$ cat config.mk
export PLATFORM = sky130hd
export DESIGN_NAME = week_alarm_subsecond_subweek_ctrl
export DESIGN_NICKNAME = d
export VERILOG_FILES = /design/src/common/wk_pkg.sv /design/src/design/week_alarm_subsecond_subweek_ctrl.sv /design/src/design/base_tick_gen.sv /design/src/design/time_divider.sv
export SDC_FILE = /design/constraint.sdc
export NUM_CORES = 1
export LEC_CHECK = 0
export ABC_AREA = 1
export BUFFER_PORTS_ARGS = -buffer_cell sky130_fd_sc_hd__buf_2
export CORE_UTILIZATION = 40
export CTS_CLUSTER_DIAMETER = 80
export DETAILED_ROUTE_END_ITERATION = 10
export HOLD_SLACK_MARGIN = 0.03
export SLEW_MARGIN = 20
export SYNTH_ARGS = -nofsm -noshare
export SYNTH_HDL_FRONTEND = slang
export SYNTH_HIERARCHICAL = 1
export SYNTH_SLANG_ARGS = --single-unit
$ cat constraint.sdc
create_clock -name clk_i -period 1.8 [get_ports clk_i]
set_input_delay 0.54 -clock clk_i [delete_from_list [all_inputs] [get_ports clk_i]]
set_output_delay 0.54 -clock clk_i [all_outputs]
set_load 0.01 [all_outputs]
$ cat src/common/wk_pkg.sv
// Constants shared by the week alarm sub-second and sub-week control logic.
package wk_pkg;
	localparam int unsigned CLK_HZ = 20_000_000;
	localparam int unsigned BASE_HZ = 32_768;
	localparam int ACC_W = 25;
	localparam logic [ACC_W-1:0] CLK_HZ_C = ACC_W'(CLK_HZ);
	localparam logic [ACC_W-1:0] BASE_HZ_C = ACC_W'(BASE_HZ);
	localparam int DIV_W = 15;
	localparam int WEEK_W = 28;
	localparam int SW_W = 9;
	localparam int RATE_W = 4;
	localparam int TICK_W = 3;
	localparam int IRQ_W = 3;

	localparam logic [7:0] OFF_CONTROL = 8'h00;
	localparam logic [7:0] OFF_WEEK_COUNT = 8'h04;
	localparam logic [7:0] OFF_WEEK_COMPARE = 8'h08;
	localparam logic [7:0] OFF_DIVIDER = 8'h0c;
	localparam logic [7:0] OFF_RATE_SELECT = 8'h10;
	localparam logic [7:0] OFF_SUBWEEK_CTRL = 8'h14;
	localparam logic [7:0] OFF_SUBWEEK_COUNT = 8'h18;
	localparam logic [7:0] OFF_IRQ_STATUS = 8'h28;
	localparam logic [7:0] OFF_IRQ_MASK = 8'h2c;

	localparam int BIT_RUN = 0;
	localparam int BIT_WAKE_EN = 6;
	localparam int BIT_WAKE_FLAG = 1;
	localparam int BIT_PIN_LEVEL = 4;
	localparam int BIT_GATE_EN = 5;
	localparam int BIT_NO_RELOAD = 6;
	localparam int TICK_LSB = 7;
	localparam int SW_STATUS_LSB = 16;
	localparam int IRQ_WEEK = 0;
	localparam int IRQ_SUBWEEK = 1;
	localparam int IRQ_SUBSEC = 2;

	localparam logic RST_RUN = 1'b1;
	localparam logic RST_WAKE_EN = 1'b0;
	localparam logic [WEEK_W-1:0] RST_WEEK_COUNT = 28'h0000000;
	localparam logic [WEEK_W-1:0] RST_WEEK_COMPARE = 28'h0ffffff;
	localparam logic [RATE_W-1:0] RST_RATE = 4'h0;
	localparam logic [TICK_W-1:0] RST_TICK_SEL = 3'h0;
	localparam logic [SW_W-1:0] RST_SW_LOAD = 9'h000;
	localparam logic [IRQ_W-1:0] RST_IRQ = 3'h0;

	localparam logic [TICK_W-1:0] TSEL_SECOND = 3'h1;
	localparam logic [TICK_W-1:0] TSEL_SUBSEC = 3'h2;
	localparam logic [TICK_W-1:0] TSEL_BASE = 3'h3;
endpackage

$ cat src/design/week_alarm_subsecond_subweek_ctrl.sv
// Week alarm register block with sub-second rate select and sub-week control.
//
// Chosen here: the Wishbone register port.
`timescale 1ns/1ps
`default_nettype none
module week_alarm_subsecond_subweek_ctrl (
	// Clock and reset.
	input wire logic clk_i,
	input wire logic rst_i,
	// Wishbone slave.
	input wire logic cyc_i,
	input wire logic stb_i,
	input wire logic we_i,
	input wire logic [7:0] adr_i,
	input wire logic [3:0] sel_i,
	input wire logic [31:0] dat_i,
	output logic [31:0] dat_o,
	output logic ack_o,
	// Pins and events.
	input wire logic system_power_present_pin_i,
	output logic power_up_event_o,
	output logic irq_o
);
	logic pin_meta_q;
	logic pin_q;
	logic long_timer_run_q;
	logic wake_output_enable_q;
	logic [wk_pkg::WEEK_W-1:0] week_count_q;
	logic [wk_pkg::WEEK_W-1:0] week_compare_q;
	logic [wk_pkg::RATE_W-1:0] subsecond_rate_select_q;
	logic [wk_pkg::TICK_W-1:0] short_counter_clock_select_q;
	logic no_reload_q;
	logic power_present_gating_enable_q;
	logic alarm_wake_flag_q;
	logic [wk_pkg::SW_W-1:0] short_counter_reload_value_q;
	logic [wk_pkg::SW_W-1:0] short_count_q;
	logic [wk_pkg::IRQ_W-1:0] irq_status_q;
	logic [wk_pkg::IRQ_W-1:0] irq_mask_q;
	logic base_tick;
	logic second_tick;
	logic subsec_tick;
	logic [wk_pkg::DIV_W-1:0] div_val;
	logic take;
	logic wr;
	logic [31:0] wmask;
	logic [31:0] wdata;
	logic week_hit;
	logic short_tick;
	logic short_expire;
	logic load_write;
	logic wake_d;

	// Picks the decrement source of the sub-week counter.
	function automatic logic pick_tick(input logic [wk_pkg::TICK_W-1:0] sel,
		input logic sec, input logic sub, input logic base);
		logic t;
		t = 1'b0;
		case (sel)
			wk_pkg::TSEL_SECOND: t = sec;
			wk_pkg::TSEL_SUBSEC: t = sub;
			wk_pkg::TSEL_BASE: t = base;
			default: t = 1'b0;
		endcase
		return t;
	endfunction

	// Merges written bytes into a register's current value.
	function automatic logic [31:0] merge(input logic [31:0] old_v, input logic [31:0] new_v,
		input logic [31:0] m);
		return (old_v & ~m) | (new_v & m);
	endfunction

	base_tick_gen u_base (
		.clk_i(clk_i),
		.rst_i(rst_i),
		.tick_o(base_tick)
	);

	time_divider u_div (
		.clk_i(clk_i),
		.rst_i(rst_i),
		.base_tick_i(base_tick),
		.run_i(long_timer_run_q),
		.rate_i(subsecond_rate_select_q),
		.div_o(div_val),
		.second_o(second_tick),
		.subsec_o(subsec_tick)
	);

	assign take = cyc_i && stb_i && !ack_o;
	assign wr = take && we_i;
	assign wmask = {{8{sel_i[3]}}, {8{sel_i[2]}}, {8{sel_i[1]}}, {8{sel_i[0]}}};
	assign wdata = dat_i & wmask;
	assign week_hit = week_count_q >= week_compare_q;
	assign short_tick = pick_tick(short_counter_clock_select_q, second_tick,
		subsec_tick, base_tick);
	assign load_write = wr && (adr_i == wk_pkg::OFF_SUBWEEK_COUNT) && (sel_i[1:0] != 2'b00);
	assign short_expire = short_tick && (short_count_q == 9'h001) && !load_write;
	assign wake_d = wake_output_enable_q && week_hit
		&& (!power_present_gating_enable_q || pin_q);

	// Two-stage synchroniser for the power present pin.
	always_ff @(posedge clk_i) begin
		if (rst_i) begin
			pin_meta_q <= 1'b0;
			pin_q <= 1'b0;
		end else begin
			pin_meta_q <= system_power_present_pin_i;
			pin_q <= pin_meta_q;
		end
	end

	// Control register.
	always_ff @(posedge clk_i) begin
		if (rst_i) begin
			long_timer_run_q <= wk_pkg::RST_RUN;
			wake_output_enable_q <= wk_pkg::RST_WAKE_EN;
		end else if (wr && adr_i == wk_pkg::OFF_CONTROL && sel_i[0]) begin
			long_timer_run_q <= dat_i[wk_pkg::BIT_RUN];
			wake_output_enable_q <= dat_i[wk_pkg::BIT_WAKE_EN];
		end
	end

	// Week counter and compare.
	always_ff @(posedge clk_i) begin
		if (rst_i) begin
			week_count_q <= wk_pkg::RST_WEEK_COUNT;
			week_compare_q <= wk_pkg::RST_WEEK_COMPARE;
		end else begin
			if (wr && adr_i == wk_pkg::OFF_WEEK_COUNT) begin
				week_count_q <= wk_pkg::WEEK_W'(merge(32'(week_count_q), dat_i, wmask));
			end else if (long_timer_run_q && second_tick) begin
				week_count_q <= week_count_q + 28'h0000001;
			end
			if (wr && adr_i == wk_pkg::OFF_WEEK_COMPARE) begin
				week_compare_q <= wk_pkg::WEEK_W'(merge(32'(week_compare_q), dat_i, wmask));
			end
		end
	end

	// Sub-second rate select.
	always_ff @(posedge clk_i) begin
		if (rst_i) begin
			subsecond_rate_select_q <= wk_pkg::RST_RATE;
		end else if (wr && adr_i == wk_pkg::OFF_RATE_SELECT && sel_i[0]) begin
			subsecond_rate_select_q <= dat_i[wk_pkg::RATE_W-1:0];
		end
	end

	// Sub-week control fields; bit 0 and the pin level bit hold no state.
	always_ff @(posedge clk_i) begin
		if (rst_i) begin
			short_counter_clock_select_q <= wk_pkg::RST_TICK_SEL;
			no_reload_q <= 1'b0;
			power_present_gating_enable_q <= 1'b0;
		end else if (wr && adr_i == wk_pkg::OFF_SUBWEEK_CTRL) begin
			if (sel_i[0]) begin
				no_reload_q <= dat_i[wk_pkg::BIT_NO_RELOAD];
				power_present_gating_enable_q <= dat_i[wk_pkg::BIT_GATE_EN];
			end
			if (sel_i[0] && sel_i[1]) begin
				short_counter_clock_select_q <= dat_i[wk_pkg::TICK_LSB+:wk_pkg::TICK_W];
			end
		end
	end

	// Wake flag: hardware set wins over a one written to clear it.
	always_ff @(posedge clk_i) begin
		if (rst_i) begin
			alarm_wake_flag_q <= 1'b0;
		end else if (wake_output_enable_q && week_hit) begin
			alarm_wake_flag_q <= 1'b1;
		end else if (wr && adr_i == wk_pkg::OFF_SUBWEEK_CTRL
			&& wdata[wk_pkg::BIT_WAKE_FLAG]) begin
			alarm_wake_flag_q <= 1'b0;
		end
	end

	// Sub-week load value and down counter.
	always_ff @(posedge clk_i) begin
		if (rst_i) begin
			short_counter_reload_value_q <= wk_pkg::RST_SW_LOAD;
			short_count_q <= '0;
		end else if (load_write) begin
			short_counter_reload_value_q <= dat_i[wk_pkg::SW_W-1:0];
			short_count_q <= dat_i[wk_pkg::SW_W-1:0];
		end else if (short_expire) begin
			if (no_reload_q) begin
				short_count_q <= '0;
			end else begin
				short_count_q <= short_counter_reload_value_q;
			end
		end else if (short_tick && short_count_q != 9'h000) begin
			short_count_q <= short_count_q - 9'h001;
		end
	end

	// Sticky interrupt status, write one to clear, with its mask.
	always_ff @(posedge clk_i) begin
		if (rst_i) begin
			irq_status_q <= wk_pkg::RST_IRQ;
			irq_mask_q <= wk_pkg::RST_IRQ;
		end else begin
			for (int i = 0; i < wk_pkg::IRQ_W; i++) begin
				if (wr && adr_i == wk_pkg::OFF_IRQ_STATUS && wdata[i]) begin
					irq_status_q[i] <= 1'b0;
				end
			end
			if (week_hit) begin
				irq_status_q[wk_pkg::IRQ_WEEK] <= 1'b1;
			end
			if (short_expire) begin
				irq_status_q[wk_pkg::IRQ_SUBWEEK] <= 1'b1;
			end
			if (subsec_tick) begin
				irq_status_q[wk_pkg::IRQ_SUBSEC] <= 1'b1;
			end
			if (wr && adr_i == wk_pkg::OFF_IRQ_MASK && sel_i[0]) begin
				irq_mask_q <= dat_i[wk_pkg::IRQ_W-1:0];
			end
		end
	end

	// Registered outputs.
	always_ff @(posedge clk_i) begin
		if (rst_i) begin
			power_up_event_o <= 1'b0;
			irq_o <= 1'b0;
		end else begin
			power_up_event_o <= wake_d;
			irq_o <= |(irq_status_q & irq_mask_q);
		end
	end

	// Bus answer: one cycle after the request, unmapped reads return zero.
	always_ff @(posedge clk_i) begin
		if (rst_i) begin
			ack_o <= 1'b0;
			dat_o <= '0;
		end else begin
			ack_o <= take;
			dat_o <= '0;
			if (take && !we_i) begin
				if (adr_i == wk_pkg::OFF_CONTROL) begin
					dat_o[wk_pkg::BIT_RUN] <= long_timer_run_q;
					dat_o[wk_pkg::BIT_WAKE_EN] <= wake_output_enable_q;
				end else if (adr_i == wk_pkg::OFF_WEEK_COUNT) begin
					dat_o <= 32'(week_count_q);
				end else if (adr_i == wk_pkg::OFF_WEEK_COMPARE) begin
					dat_o <= 32'(week_compare_q);
				end else if (adr_i == wk_pkg::OFF_DIVIDER) begin
					dat_o <= 32'(div_val);
				end else if (adr_i == wk_pkg::OFF_RATE_SELECT) begin
					dat_o <= 32'(subsecond_rate_select_q);
				end else if (adr_i == wk_pkg::OFF_SUBWEEK_CTRL) begin
					dat_o[wk_pkg::TICK_LSB+:wk_pkg::TICK_W] <= short_counter_clock_select_q;
					dat_o[wk_pkg::BIT_NO_RELOAD] <= no_reload_q;
					dat_o[wk_pkg::BIT_GATE_EN] <= power_present_gating_enable_q;
					dat_o[wk_pkg::BIT_PIN_LEVEL] <= pin_q;
					dat_o[wk_pkg::BIT_WAKE_FLAG] <= alarm_wake_flag_q;
				end else if (adr_i == wk_pkg::OFF_SUBWEEK_COUNT) begin
					dat_o[wk_pkg::SW_W-1:0] <= short_counter_reload_value_q;
					dat_o[wk_pkg::SW_STATUS_LSB+:wk_pkg::SW_W] <= short_count_q;
				end else if (adr_i == wk_pkg::OFF_IRQ_STATUS) begin
					dat_o[wk_pkg::IRQ_W-1:0] <= irq_status_q;
				end else if (adr_i == wk_pkg::OFF_IRQ_MASK) begin
					dat_o[wk_pkg::IRQ_W-1:0] <= irq_mask_q;
				end
			end
		end
	end
endmodule // week_alarm_subsecond_subweek_ctrl
`default_nettype wire

$ cat src/design/base_tick_gen.sv
// Fractional divider that makes a 32.768 kHz enable pulse from the system clock.
`timescale 1ns/1ps
`default_nettype none
module base_tick_gen (
	// Clock and reset.
	input wire logic clk_i,
	input wire logic rst_i,
	// Time base enable.
	output logic tick_o
);
	logic [wk_pkg::ACC_W-1:0] acc_q;
	logic [wk_pkg::ACC_W:0] sum;

	assign sum = {1'b0, acc_q} + {1'b0, wk_pkg::BASE_HZ_C};

	always_ff @(posedge clk_i) begin
		if (rst_i) begin
			acc_q <= '0;
			tick_o <= 1'b0;
		end else if (sum >= {1'b0, wk_pkg::CLK_HZ_C}) begin
			acc_q <= wk_pkg::ACC_W'(sum - {1'b0, wk_pkg::CLK_HZ_C});
			tick_o <= 1'b1;
		end else begin
			acc_q <= sum[wk_pkg::ACC_W-1:0];
			tick_o <= 1'b0;
		end
	end
endmodule // base_tick_gen
`default_nettype wire

$ cat src/design/time_divider.sv
// Fifteen-bit divider giving the one-second tick and the selected sub-second tick.
`timescale 1ns/1ps
`default_nettype none
module time_divider (
	// Clock and reset.
	input wire logic clk_i,
	input wire logic rst_i,
	// Control.
	input wire logic base_tick_i,
	input wire logic run_i,
	input wire logic [wk_pkg::RATE_W-1:0] rate_i,
	// Divider state and ticks.
	output logic [wk_pkg::DIV_W-1:0] div_o,
	output logic second_o,
	output logic subsec_o
);
	logic [wk_pkg::DIV_W-1:0] div_d;
	logic [wk_pkg::DIV_W-1:0] tap_mask;

	assign div_d = div_o + 15'h0001;
	assign tap_mask = 15'h7fff >> rate_i;

	always_ff @(posedge clk_i) begin
		if (rst_i || !run_i) begin
			div_o <= '0;
			second_o <= 1'b0;
			subsec_o <= 1'b0;
		end else begin
			second_o <= base_tick_i && (div_d == 15'h0000);
			subsec_o <= base_tick_i && (rate_i != 4'h0) && ((div_d & tap_mask) == 15'h0000);
			if (base_tick_i) begin
				div_o <= div_d;
			end
		end
	end
endmodule // time_divider
`default_nettype wire

==> key figures, run 1 <==
Layout
  • Layout cells sized above 1: between 20% and 30%
  • Fin util: 53.9%
  • FF/Latch Area: roughly 3200 sq um
  • Final nets: 1812
  • Ant. Diodes: 0
  • P&R area growth vs syn: 31.6%
  • Multi-input logic area: 6160 sq um
  • Filler Cell Count: 2363

Global route
  • First-pass GRT wire length: between 40000 and 50000 microns
  • Initial antenna violation count: 0
  • GRT overflow: 0
  • Overall routing resource usage: 24.2%
  • Vias in the first global route: a little under 10k
  • Largest net degree at the start of global routing: 35

Setup path
  • CP arrival: 2180 ps
  • Worst Path Buf+Inv: 2
  • Slowest cell delay on critical path: 380 ps
  • R2R Path Start: u_base/acc_q[15]
  • Setup CP Type: register to register
  • CP endpoint kind: register
  • Crit Path Max Fanout: 7
  • Cell family with most CP delay: simple AND/OR/NAND/NOR gates
  • Crit path from: u_base/acc_q[15]
  • Critical path's slowest cell: dfxtp_4
  • Worst endpoint required time: 2130 ps
  • Startpoint types: register
  • Critical path, cell by cell: ha_4 -> nand3_4 -> o21ai_1 -> nand2_2 -> inv_2 -> nand2_1 -> nor2_2 -> nand2_4 -> clkbuf_16 -> nand4_1 -> a21oi_2

Place
  • Post-DP HPWL: 23500 microns
  • Gpl congestion: 0.948
  • IO Port Bufs: 76

Detailed routing
  • 1st-pass router iterations: 5
  • Met2 wire len: 14900 microns
  • DR WL met3: 1280 microns
  • Top sig layer: met4
  • Vias post-DR: between 10k and 15k
  • Final ANT Viol Nets: 0
  • Post-DR vias/cell: 5.06
  • Post-route DRC: 0
  • Met1 Routed Length: 14500 microns
  • Routed len/inst: ~15 microns
  • Initial DRC Count: 739
  • DRT Wirelength: 31100 microns

Synth
  • YS warnings: 6
  • Synth top area cells: dfxtp_1 (32%), nand2_1 (15%), a21oi_1 (7.3%), inv_1 (7.2%), ha_1 (4.6%)
  • Leading area contributor after synthesis: dfxtp_1
  • Syn Inst Count: 1490
  • Main flop type after synthesis: dfxtp_1
  • Fraction of registers with async set/reset: 0%
  • Number of flops mapped to enable cells by yosys: 0
  • #FFs+latches synth: 160
  • Unique masters post-synth: 47
  • Top cell type's share of synthesized area: roughly 32%
  • Sequential share of the synthesized area: 32.1%
  • Syn Area/Cell: between 6 and 7 sq um
  • Post-Syn Area: 9980 sq um

Power and ir drop
  • Peak supply drop: 495 uV
  • Design Power: 7.92 mW
  • Leakage: 6.16 nW
  • Pwr/cell area: about 600 nW/um^2

Hold path
  • Min-Delay Path Class: primary input to register
  • Min-delay src: system_power_present_pin_i

Clocking
  • Clock buffer count from CTS: 17
  • Clock latency on the worst-skew pair: roughly 440 ps
  • CTS tree: done
  • Hold-fix buffer count after cts: 0
  • Worst-path clk slew: 70 ps
  • Root buf cell: clkbuf_16
  • Deepest clock path buffer count: 2
  • Max H-tree Level: 4
  • Clock sinks: 160

STA
  • Fin. Hold Viols: 0
  • Slew @ Worst Pin: 574 ps
  • Pins Over Slew Limit: 0
  • RSZ-0062 raised after global routing: true
  • Fmax: roughly 540 MHz
  • Total negative slack: -530 ps
  • Skew final: 11.2 ps
  • Setup WS post-layout: -52.3 ps
  • Final setup viols: 16
  • Slew HR: 61.7%
  • Tcrit/Tclk final: 103%
  • Hold Slack: between 300 and 400 ps
  • Tmin final: 1850 ps

Flow run
  • Max cap viols: 0

Floorplan
  • I/O Pins: 85
  • Die width: 160 microns
  • Total core area: roughly 24000 sq um
  • Height of the chip: between 150 and 200 microns
  • Cell Rows: between 50 and 60
  • Initial Util: 40.9%
  • Die Area: 25600 sq um

Outcome
  • Outcome: complete, but fails checks
  • Violated checks: negative setup slack
## repair_timing
action	in CTS	in global routing
pin swaps	24	28
buffers inserted	6	10
endpoints found under the setup margin	20	38
resized for setup	28	91
gates cloned	4	1
## cell usage in the layout, fill, tap and decap left out, types with 12 or more instances in the layout
cell type	n
nand2_1	364
inv_1	182
buf_4	165
a21oi_1	139
dfxtp_1	137
nor2_1	108
o21ai_0	79
buf_2	76
nand3_1	64
nand2_2	45
nand4_1	32
o211ai_1	28
ha_1	23
xor2_1	22
dfxtp_2	21
nor2_2	20
inv_2	19
clkbuf_16	18
nor2_4	16
a21oi_2	14
nand3_2	13
o21ai_1	13
ha_4	12
buf_12	12
## power by group
part | internal (mW) | switching, mW | leakage [nW]
sequential | 3.55 | 0.0131 | 1.29
clock | 2.36 | 1.58 | 0.288
combinational | 0.160 | 0.257 | 4.58
## routing by layer
metal,GRT usage (%),vias to the layer above
met4,6.19,0
met5,0,-
met3,3.35,36
met2,41.5,261
li1,-,5338
met1,31.7,4793
## final timing paths
kind / slack [ps] / cells after the start / to
worst max register to register: -50 / 11 / u_base/acc_q[14]
worst min-delay path: 310 / 3 / pin_meta_q
worst min register to register: 410 / 2 / pin_q
worst max-delay path: -50 / 11 / u_base/acc_q[14]
## tightest hold or removal path: stages
cell	delay, ps
buf_2	90
inv_1	40
nor2_1	30
## through the flow
stage | cell area [sq um] | std cells | worst slack (ps)
after floorplan | 10000 | 1493 | 12.3
after global placement | 11800 | 2009 | -228
after detailed placement | 11800 | 2009 | -234
after CTS | 12700 | 2050 | -38.2
after global routing | 13100 | 2061 | -190
final | 13100 | 2061 | -52.3
## cell families (layout without fill, tap and decap cells)
kind of cell	after synthesis	in the layout	share of synthesized area, %
fa+ha+maj	37	37	4.64
other cells	1	4	0.0376
simple gates	707	710	32.7
xor+xnor	29	29	2.55
flops	160	160	32.1
buf+inv	250	491	10.5
compound gates	306	306	17.5
## synthesized netlist by cell type, types with 13 or more instances
cell      instances
a21oi_1         145
buf_2            15
clkbuf_1         16
dfxtp_1         160
ha_1             37
inv_1           192
nand2_1         388
nand2_2          22
nand3_1          72
nand4_1          32
nor2_1          117
nor2_2           13
nor2_4           14
nor3_1           15
o211ai_1         28
o21ai_0          81
xor2_1           22
## area by class of cell
class | instances | area share [%]
multi-input combinational | 1086 | 46.9
sequential | 160 | 24.6
timing repair buffer | 258 | 14.8
inverter | 202 | 5.79
clock buffer | 19 | 3.37
tap | 324 | 3.09
clock inverter | 12 | 1.40
(Power assumes the default switching activity.)
==> run 2: changes to the inputs <==
--- a/config.mk
+++ b/config.mk
@@ -8,11 +8,10 @@
 export ABC_AREA = 1
 export BUFFER_PORTS_ARGS = -buffer_cell sky130_fd_sc_hd__buf_2
 export CORE_UTILIZATION = 40
-export CTS_CLUSTER_DIAMETER = 80
+export CTS_CLUSTER_DIAMETER = 40
 export DETAILED_ROUTE_END_ITERATION = 10
 export HOLD_SLACK_MARGIN = 0.03
 export SLEW_MARGIN = 20
 export SYNTH_ARGS = -nofsm -noshare
 export SYNTH_HDL_FRONTEND = slang
-export SYNTH_HIERARCHICAL = 1
 export SYNTH_SLANG_ARGS = --single-unit
==> constraint.sdc (replaced) <==
create_clock -name clk_i -period 1.8 [get_ports clk_i]
set_input_delay 0.54 -clock clk_i [delete_from_list [all_inputs] [get_ports clk_i]]
set_output_delay 0.54 -clock clk_i [all_outputs]
set_load 0.02 [all_outputs]
==> key figures, run 2 <==
Global route
  • M2 GR Usage: 40.7%
  • Largest net degree at the start of global routing: 43
  • Met1 usage: 35.6%
  • Met3 usage: 3.84%
  • Vias in the first global route: between 9k and 10k
  • Overall routing resource usage: 25.5%
  • Initial antenna violation count: 0
  • First-pass GRT wire length: 47800 microns
  • Gr busiest metal: met2
  • GRT overflow: 0

Detailed routing
  • Post-route DRC: 0
  • Initial DRC Count: a little over 900
  • Post-DR vias/cell: 5.12
  • Final ANT Viol Nets: 0
  • 1st-pass router iterations: 7
  • Vias post-DR: 9982
  • Routed len/inst: 15.5 microns
  • DRT Wirelength: 30300 microns

Outcome
  • Outcome: complete, but fails checks
  • Violated checks: negative setup slack

Clocking
  • Hold-fix buffer count after cts: 0
  • Clock buffer count from CTS: 17
  • Clock latency on the worst-skew pair: 430 ps
  • Clock sinks: 160
  • Max H-tree Level: 4
  • Worst-path clk slew: 70 ps
  • CTS tree: done
  • Deepest clock path buffer count: 2
  • Root buf cell: clkbuf_16

STA
  • Tcrit/Tclk final: 102%
  • Setup WS post-layout: -33.2 ps
  • Total negative slack: -198 ps
  • Pins Over Slew Limit: 0
  • Tmin final: 1830 ps
  • RSZ-0062 raised after global routing: true
  • Final setup viols: 12
  • Fin. Hold Viols: 0
  • Fmax: 546 MHz
  • Hold Slack: a little over 300 ps
  • Skew final: 10.9 ps

Synth
  • Commonest cells post-synth: nand2_1 (250), inv_1 (190), a21oi_1 (173)
  • Synth top area cells: dfxtp_1 (34%), nand2_1 (10%), a21oi_1 (9.3%), inv_1 (7.7%), ha_1 (5.1%)
  • Top cell type's share of synthesized area: between 30% and 40%
  • Main flop type after synthesis: dfxtp_1
  • Unique masters post-synth: 44
  • Post-Syn Area: 9320 sq um
  • #FFs+latches synth: 160
  • Syn Area/Cell: around 6.9 sq um
  • Leading area contributor after synthesis: dfxtp_1
  • Number of flops mapped to enable cells by yosys: 0
  • Syn Inst Count: 1360
  • YS warnings: 0
  • Count leader, synth: nand2_1
  • Fraction of registers with async set/reset: 0%
  • Sequential share of the synthesized area: 34.4%

Setup path
  • Startpoint types: register
  • Flop2flop setup slack: -30 ps
  • Setup CP Type: register to register
  • CP arrival: 2200 ps
  • Worst endpoint required time: 2170 ps
  • CP endpoint kind: register
  • R2R Path Start: u_base.acc_q[15]
  • FF-to-FF path depth: 12
  • Crit Path Max Fanout: 6
  • Worst R2R End: u_base.acc_q[19]

Place
  • Post-DP HPWL: 22800 microns
  • IO Port Bufs: 76
  • Area after DPL: 11600 sq um
  • Gpl congestion: 0.914

Hold path
  • Worst Hold End: ack_o
  • Hold path depth: 2
  • Min-delay src: rst_i
  • Min-Delay Path Class: primary input to register

Power and ir drop
  • Pwr/cell area: roughly 600 nW/um^2
  • Leakage: approximately 5.7 nW
  • Gate power share: between 5 and 6%
  • Flop pwr share: 45.7%
  • Psw: roughly 1.8 mW
  • Clock power share: between 40% and 50%
  • Pint: 5.94 mW
  • Sw Share: 23.7%
  • Peak supply drop: 363 uV

Floorplan
  • Die Area: approximately 24000 sq um
  • Height of the chip: 155 microns
  • I/O Pins: 85
  • Cell Rows: between 50 and 60
  • Initial Util: 40.9%
  • Total core area: 22800 sq um
  • Die width: roughly 150 microns

Layout
  • Layout cells sized above 1: 28.7%
  • P&R area growth vs syn: 36.5%
  • Filler Cell Count: 2197
  • Leading cell type in the layout, fill and taps excluded: nand2_1
  • Ant. Diodes: 0
  • Final nets: between 1.5k and 2k
  • Fin util: 55.9%
  • Most frequent cells in the layout: nand2_1 (238), buf_4 (198), inv_1 (181)
  • Design Area, Final: 12700 sq um

Flow run
  • Max cap viols: 0
run 2: cell types whose count changed after synthesis, moves of 10 or more:
cell / before / now
nand2_1: 388 / 250
a21oi_1: 145 / 173
nand2_2: 22 / 8
o21ai_0: 81 / 95
clkbuf_1: 16 / 26
nor2_1: 117 / 107
run 2: per-layer routing:
layer / wire [microns] / share of wire (%) / up-vias
li1: - / - / 5044
met1: 14400 / 48 / 4600
met2: 13600 / 45 / 306
met3: 1800 / 6.0 / 32
met4: 444 / 1.5 / 0
met5: 0 / 0 / -
run 2: area by class of cell:
cell class              count  area [sq um]  area share [%]
multi-input cells         957          5620            44.2
flip-flops and latches    160          3240            25.5
repair buffers            286          2110            16.6
inverters                 200           753            5.92
clock buffers              20           447            3.51
well taps                 313           392            3.08
clock inverters            12           159            1.25
run 2: cells by family after synthesis:
group | after synthesis | synth area share, %
AND/OR/NAND/NOR | 516 | 24.8
flip-flops | 160 | 34.4
buffers and inverters | 247 | 10.5
AO/OA/AOI/OAI | 357 | 21.3
other | 1 | 0.0402
adder cells (fa/ha/maj) | 38 | 5.10
XOR/XNOR | 41 | 3.93
run 2: worst max-delay path: stages, from the launching register on:
cell,delay (ps)
dfxtp_4,370
ha_4,180
nand3_4,80
nor2_4,150
nand3_2,90
nand2_2,90
nand2_2,70
nor2_4,120
nand3_4,110
nand2_8,140
clkbuf_16,160
nand3_1,60
a21oi_1,150
run 2: worst max path at each step:
| stage | start | to | slack [ps] | depth (start not counted) |
|---|---|---|---|---|
| floorplan | adr_i[6] | register | -6 | 10 |
| global placement | adr_i[1] | short_count_q[7] | -240 | 11 |
| detailed placement | adr_i[1] | short_count_q[7] | -300 | 11 |
| CTS | register | irq_status_q[0] | -20 | 10 |
| global route | u_base.acc_q[15] | u_base.acc_q[19] | -150 | 12 |
| finish | u_base.acc_q[15] | u_base.acc_q[19] | -30 | 12 |
run 2: metrics by stage:
stage | cells | power [mW] | setup slack (ps)
after floorplan | 1363 | 3.83 | -6.42
after global placement | 1905 | 4.04 | -244
after detailed placement | 1905 | 4.04 | -301
after CTS | 1938 | 7.84 | -24.4
after global routing | 1948 | 8.03 | -146
final | 1948 | 7.79 | -33.2
run 2: power groups by stage:
stage	Sequential, mW	Clock (mW)	Combinational, mW
floorplan	3.64	0	0.195
global placement	3.64	0	0.398
detailed placement	3.64	0	0.401
CTS	3.56	3.87	0.403
global route	3.56	4.02	0.450
finish	3.56	3.82	0.410
run 2: what timing repair did:
| item | in CTS | in global routing |
|---|---|---|
| setup endpoints to repair | 21 | 46 |
| gates resized for setup | 30 | 89 |
| setup buffers | 1 | 8 |
| cloned | 0 | 2 |
| pin swaps | 3 | 30 |
==> run 3: changes to the inputs <==
--- a/config.mk
+++ b/config.mk
@@ -7,6 +7,7 @@
 export LEC_CHECK = 0
 export ABC_AREA = 1
 export BUFFER_PORTS_ARGS = -buffer_cell sky130_fd_sc_hd__buf_2
+export CORE_ASPECT_RATIO = 0.75
 export CORE_UTILIZATION = 40
 export CTS_CLUSTER_DIAMETER = 40
 export DETAILED_ROUTE_END_ITERATION = 10
==> constraint.sdc (replaced) <==
create_clock -name clk_i -period 2.28 [get_ports clk_i]
set_input_delay 0.684 -clock clk_i [delete_from_list [all_inputs] [get_ports clk_i]]
set_output_delay 0.684 -clock clk_i [all_outputs]
set_load 0.02 [all_outputs]
==> key figures, run 3 (synthesized netlist as in run 2, its figures left out) <==
Setup path
  • Crit Path Max Fanout: 3
  • Worst endpoint required time: 2590 ps
  • Critical path, cell by cell: inv_1 -> ha_1 -> nand2_1 -> inv_1 -> nand3_1 -> inv_1 -> nand2_1 -> nand3_1 -> a21oi_1 -> nand3_1 -> a21oi_1 -> nor2_1
  • CP arrival: 2470 ps
  • CP endpoint kind: register
  • Setup CP Type: register to register
  • FF-to-FF path depth: 12
  • Worst R2R End: irq_status_q[0]
  • Critical path's slowest cell: dfxtp_1
  • Flop2flop setup slack: 130 ps
  • Startpoint types: register
  • Slowest cell delay on critical path: 330 ps

Clocking
  • Clock latency on the worst-skew pair: 440 ps
  • Clock buffer count from CTS: 17
  • Max H-tree Level: 4
  • Root buf cell: clkbuf_16
  • Worst-path clk slew: 60 ps
  • Clock sinks: 160
  • CTS tree: done
  • Deepest clock path buffer count: 2

Power and ir drop
  • Gate power share: roughly 4.7%
  • Sw Share: 23.6%
  • Clock power share: 49.0%
  • Psw: ~1.4 mW
  • Flop pwr share: between 40% and 50%
  • Pint: 4.63 mW
  • Peak supply drop: 564 uV
  • Leakage: 5.04 nW
  • Pwr/cell area: between 500 and 600 nW/um^2

Layout
  • Layout cells sized above 1: 15.7%
  • Layout Cells excl Fill: between 1.5k and 2k
  • P&R area growth vs syn: 19.5%
  • Leading cell type in the layout, fill and taps excluded: nand2_1
  • Ant. Diodes: 0
  • Filler Cell Count: about 2.3k
  • Final nets: 1580
  • Most frequent cells in the layout: nand2_1 (250), inv_1 (189), a21oi_1 (173)

Global route
  • Initial antenna violation count: 0
  • Largest net degree at the start of global routing: 32
  • First-pass GRT wire length: ~47000 microns
  • GRT overflow: 0
  • Overall routing resource usage: 25.6%
  • Vias in the first global route: about 8.6k

Hold path
  • Min-delay src: pin_meta_q
  • Hold path depth: 2
  • Min-Delay Path Class: register to register
  • Worst Hold End: pin_q

STA
  • Tcrit/Tclk final: 94.4%
  • RSZ-0062 raised after global routing: false
  • Hold Slack: 403 ps
  • Final setup viols: 0
  • Fin. Hold Viols: 0
  • Tmin final: approximately 2200 ps
  • Fmax: 465 MHz
  • Skew final: 9.83 ps
  • Setup WS post-layout: 129 ps
  • Pins Over Slew Limit: 0

Detailed routing
  • Met1 Routed Length: around 15000 microns
  • Post-route DRC: 0
  • Final ANT Viol Nets: 0
  • Vias post-DR: 9534
  • Post-DR vias/cell: 5.30
  • 1st-pass router iterations: 5
  • DRT Wirelength: 29200 microns
  • DR WL met3: 2180 microns
  • Top sig layer: met4
  • Met2 wire len: 11600 microns
  • Routed len/inst: 16.3 microns
  • Initial DRC Count: roughly 920

Flow run
  • Max cap viols: 0

Outcome
  • Outcome: complete, no violations

Floorplan
  • Total core area: 22500 sq um
  • I/O Pins: 85
  • Height of the chip: about 130 microns
  • Die Area: between 20000 and 25000 sq um
  • Initial Util: between 40% and 50%
  • Cell Rows: 47
  • Die width: 178 microns

Place
  • IO Port Bufs: between 70 and 80
  • Gpl congestion: 0.952
  • Placed Cells: 1767
  • Post-DP HPWL: roughly 23000 microns
  • Place WS: -40.7 ps
==> run 3: per-stage QoR <==
step	TNS [ps]	cell area, sq um	utilization (%)	power (mW)
2_1_floorplan	0	9330	-	3.02
3_3_place_gp	-127	10500	46.9	3.15
3_5_place_dp	-282	10500	46.9	3.15
4_1_cts	0	11100	49.6	6.12
5_1_grt	0	11100	49.6	6.27
6_report	0	11100	49.6	6.06
==> run 3: critical path: cells and delay by family, from the launching register on <==
kind | cells | cell delay [ps]
buffers and inverters | 3 | 170
flip-flops | 1 | 330
AND/OR/NAND/NOR | 6 | 810
AO/OA/AOI/OAI | 2 | 410
adder cells (fa/ha/maj) | 1 | 290
==> run 3: timing repair <==
item / CTS / global route
gates resized for setup: 0 / 1
endpoints found under the setup margin: 0 / 1
setup buffers: 0 / 0
hold buffers: 0 / 0
==> run 3: power by group through the flow <==
stage | Sequential [mW] | Clock (mW) | Combinational (mW)
4_1_cts | 2.81 | 3.03 | 0.281
3_3_place_gp | 2.87 | 0 | 0.279
6_report | 2.81 | 2.97 | 0.283
2_1_floorplan | 2.87 | 0 | 0.150
5_1_grt | 2.81 | 3.15 | 0.310
3_5_place_dp | 2.87 | 0 | 0.281
==> run 3: worst max path at each step <==
stage,from,cells after the start,to,slack [ps]
CTS,register,12,irq_status_q[0],170
finish,register,12,irq_status_q[0],130
global placement,adr_i[7],12,register,-30
global route,register,12,irq_status_q[0],5
detailed placement,adr_i[7],12,register,-40
floorplan,adr_i[7],10,register,240
==> run 3: routing by layer <==
| layer | up-vias | GRT usage (%) |
|---|---|---|
| li1 | 4783 | - |
| met1 | 4379 | 40.2 |
| met2 | 343 | 35.0 |
| met3 | 29 | 4.59 |
| met4 | 0 | 6.64 |
| met5 | - | 0 |
==> run 3: cell type report <==
class	count	area, sq um	area share [%]
clock inverter	12	160	1.44
sequential	160	3200	28.8
tap	294	368	3.30
inverter	200	751	6.74
timing repair buffer	157	1060	9.55
clock buffer	20	437	3.92
multi-input combinational	956	5160	46.3
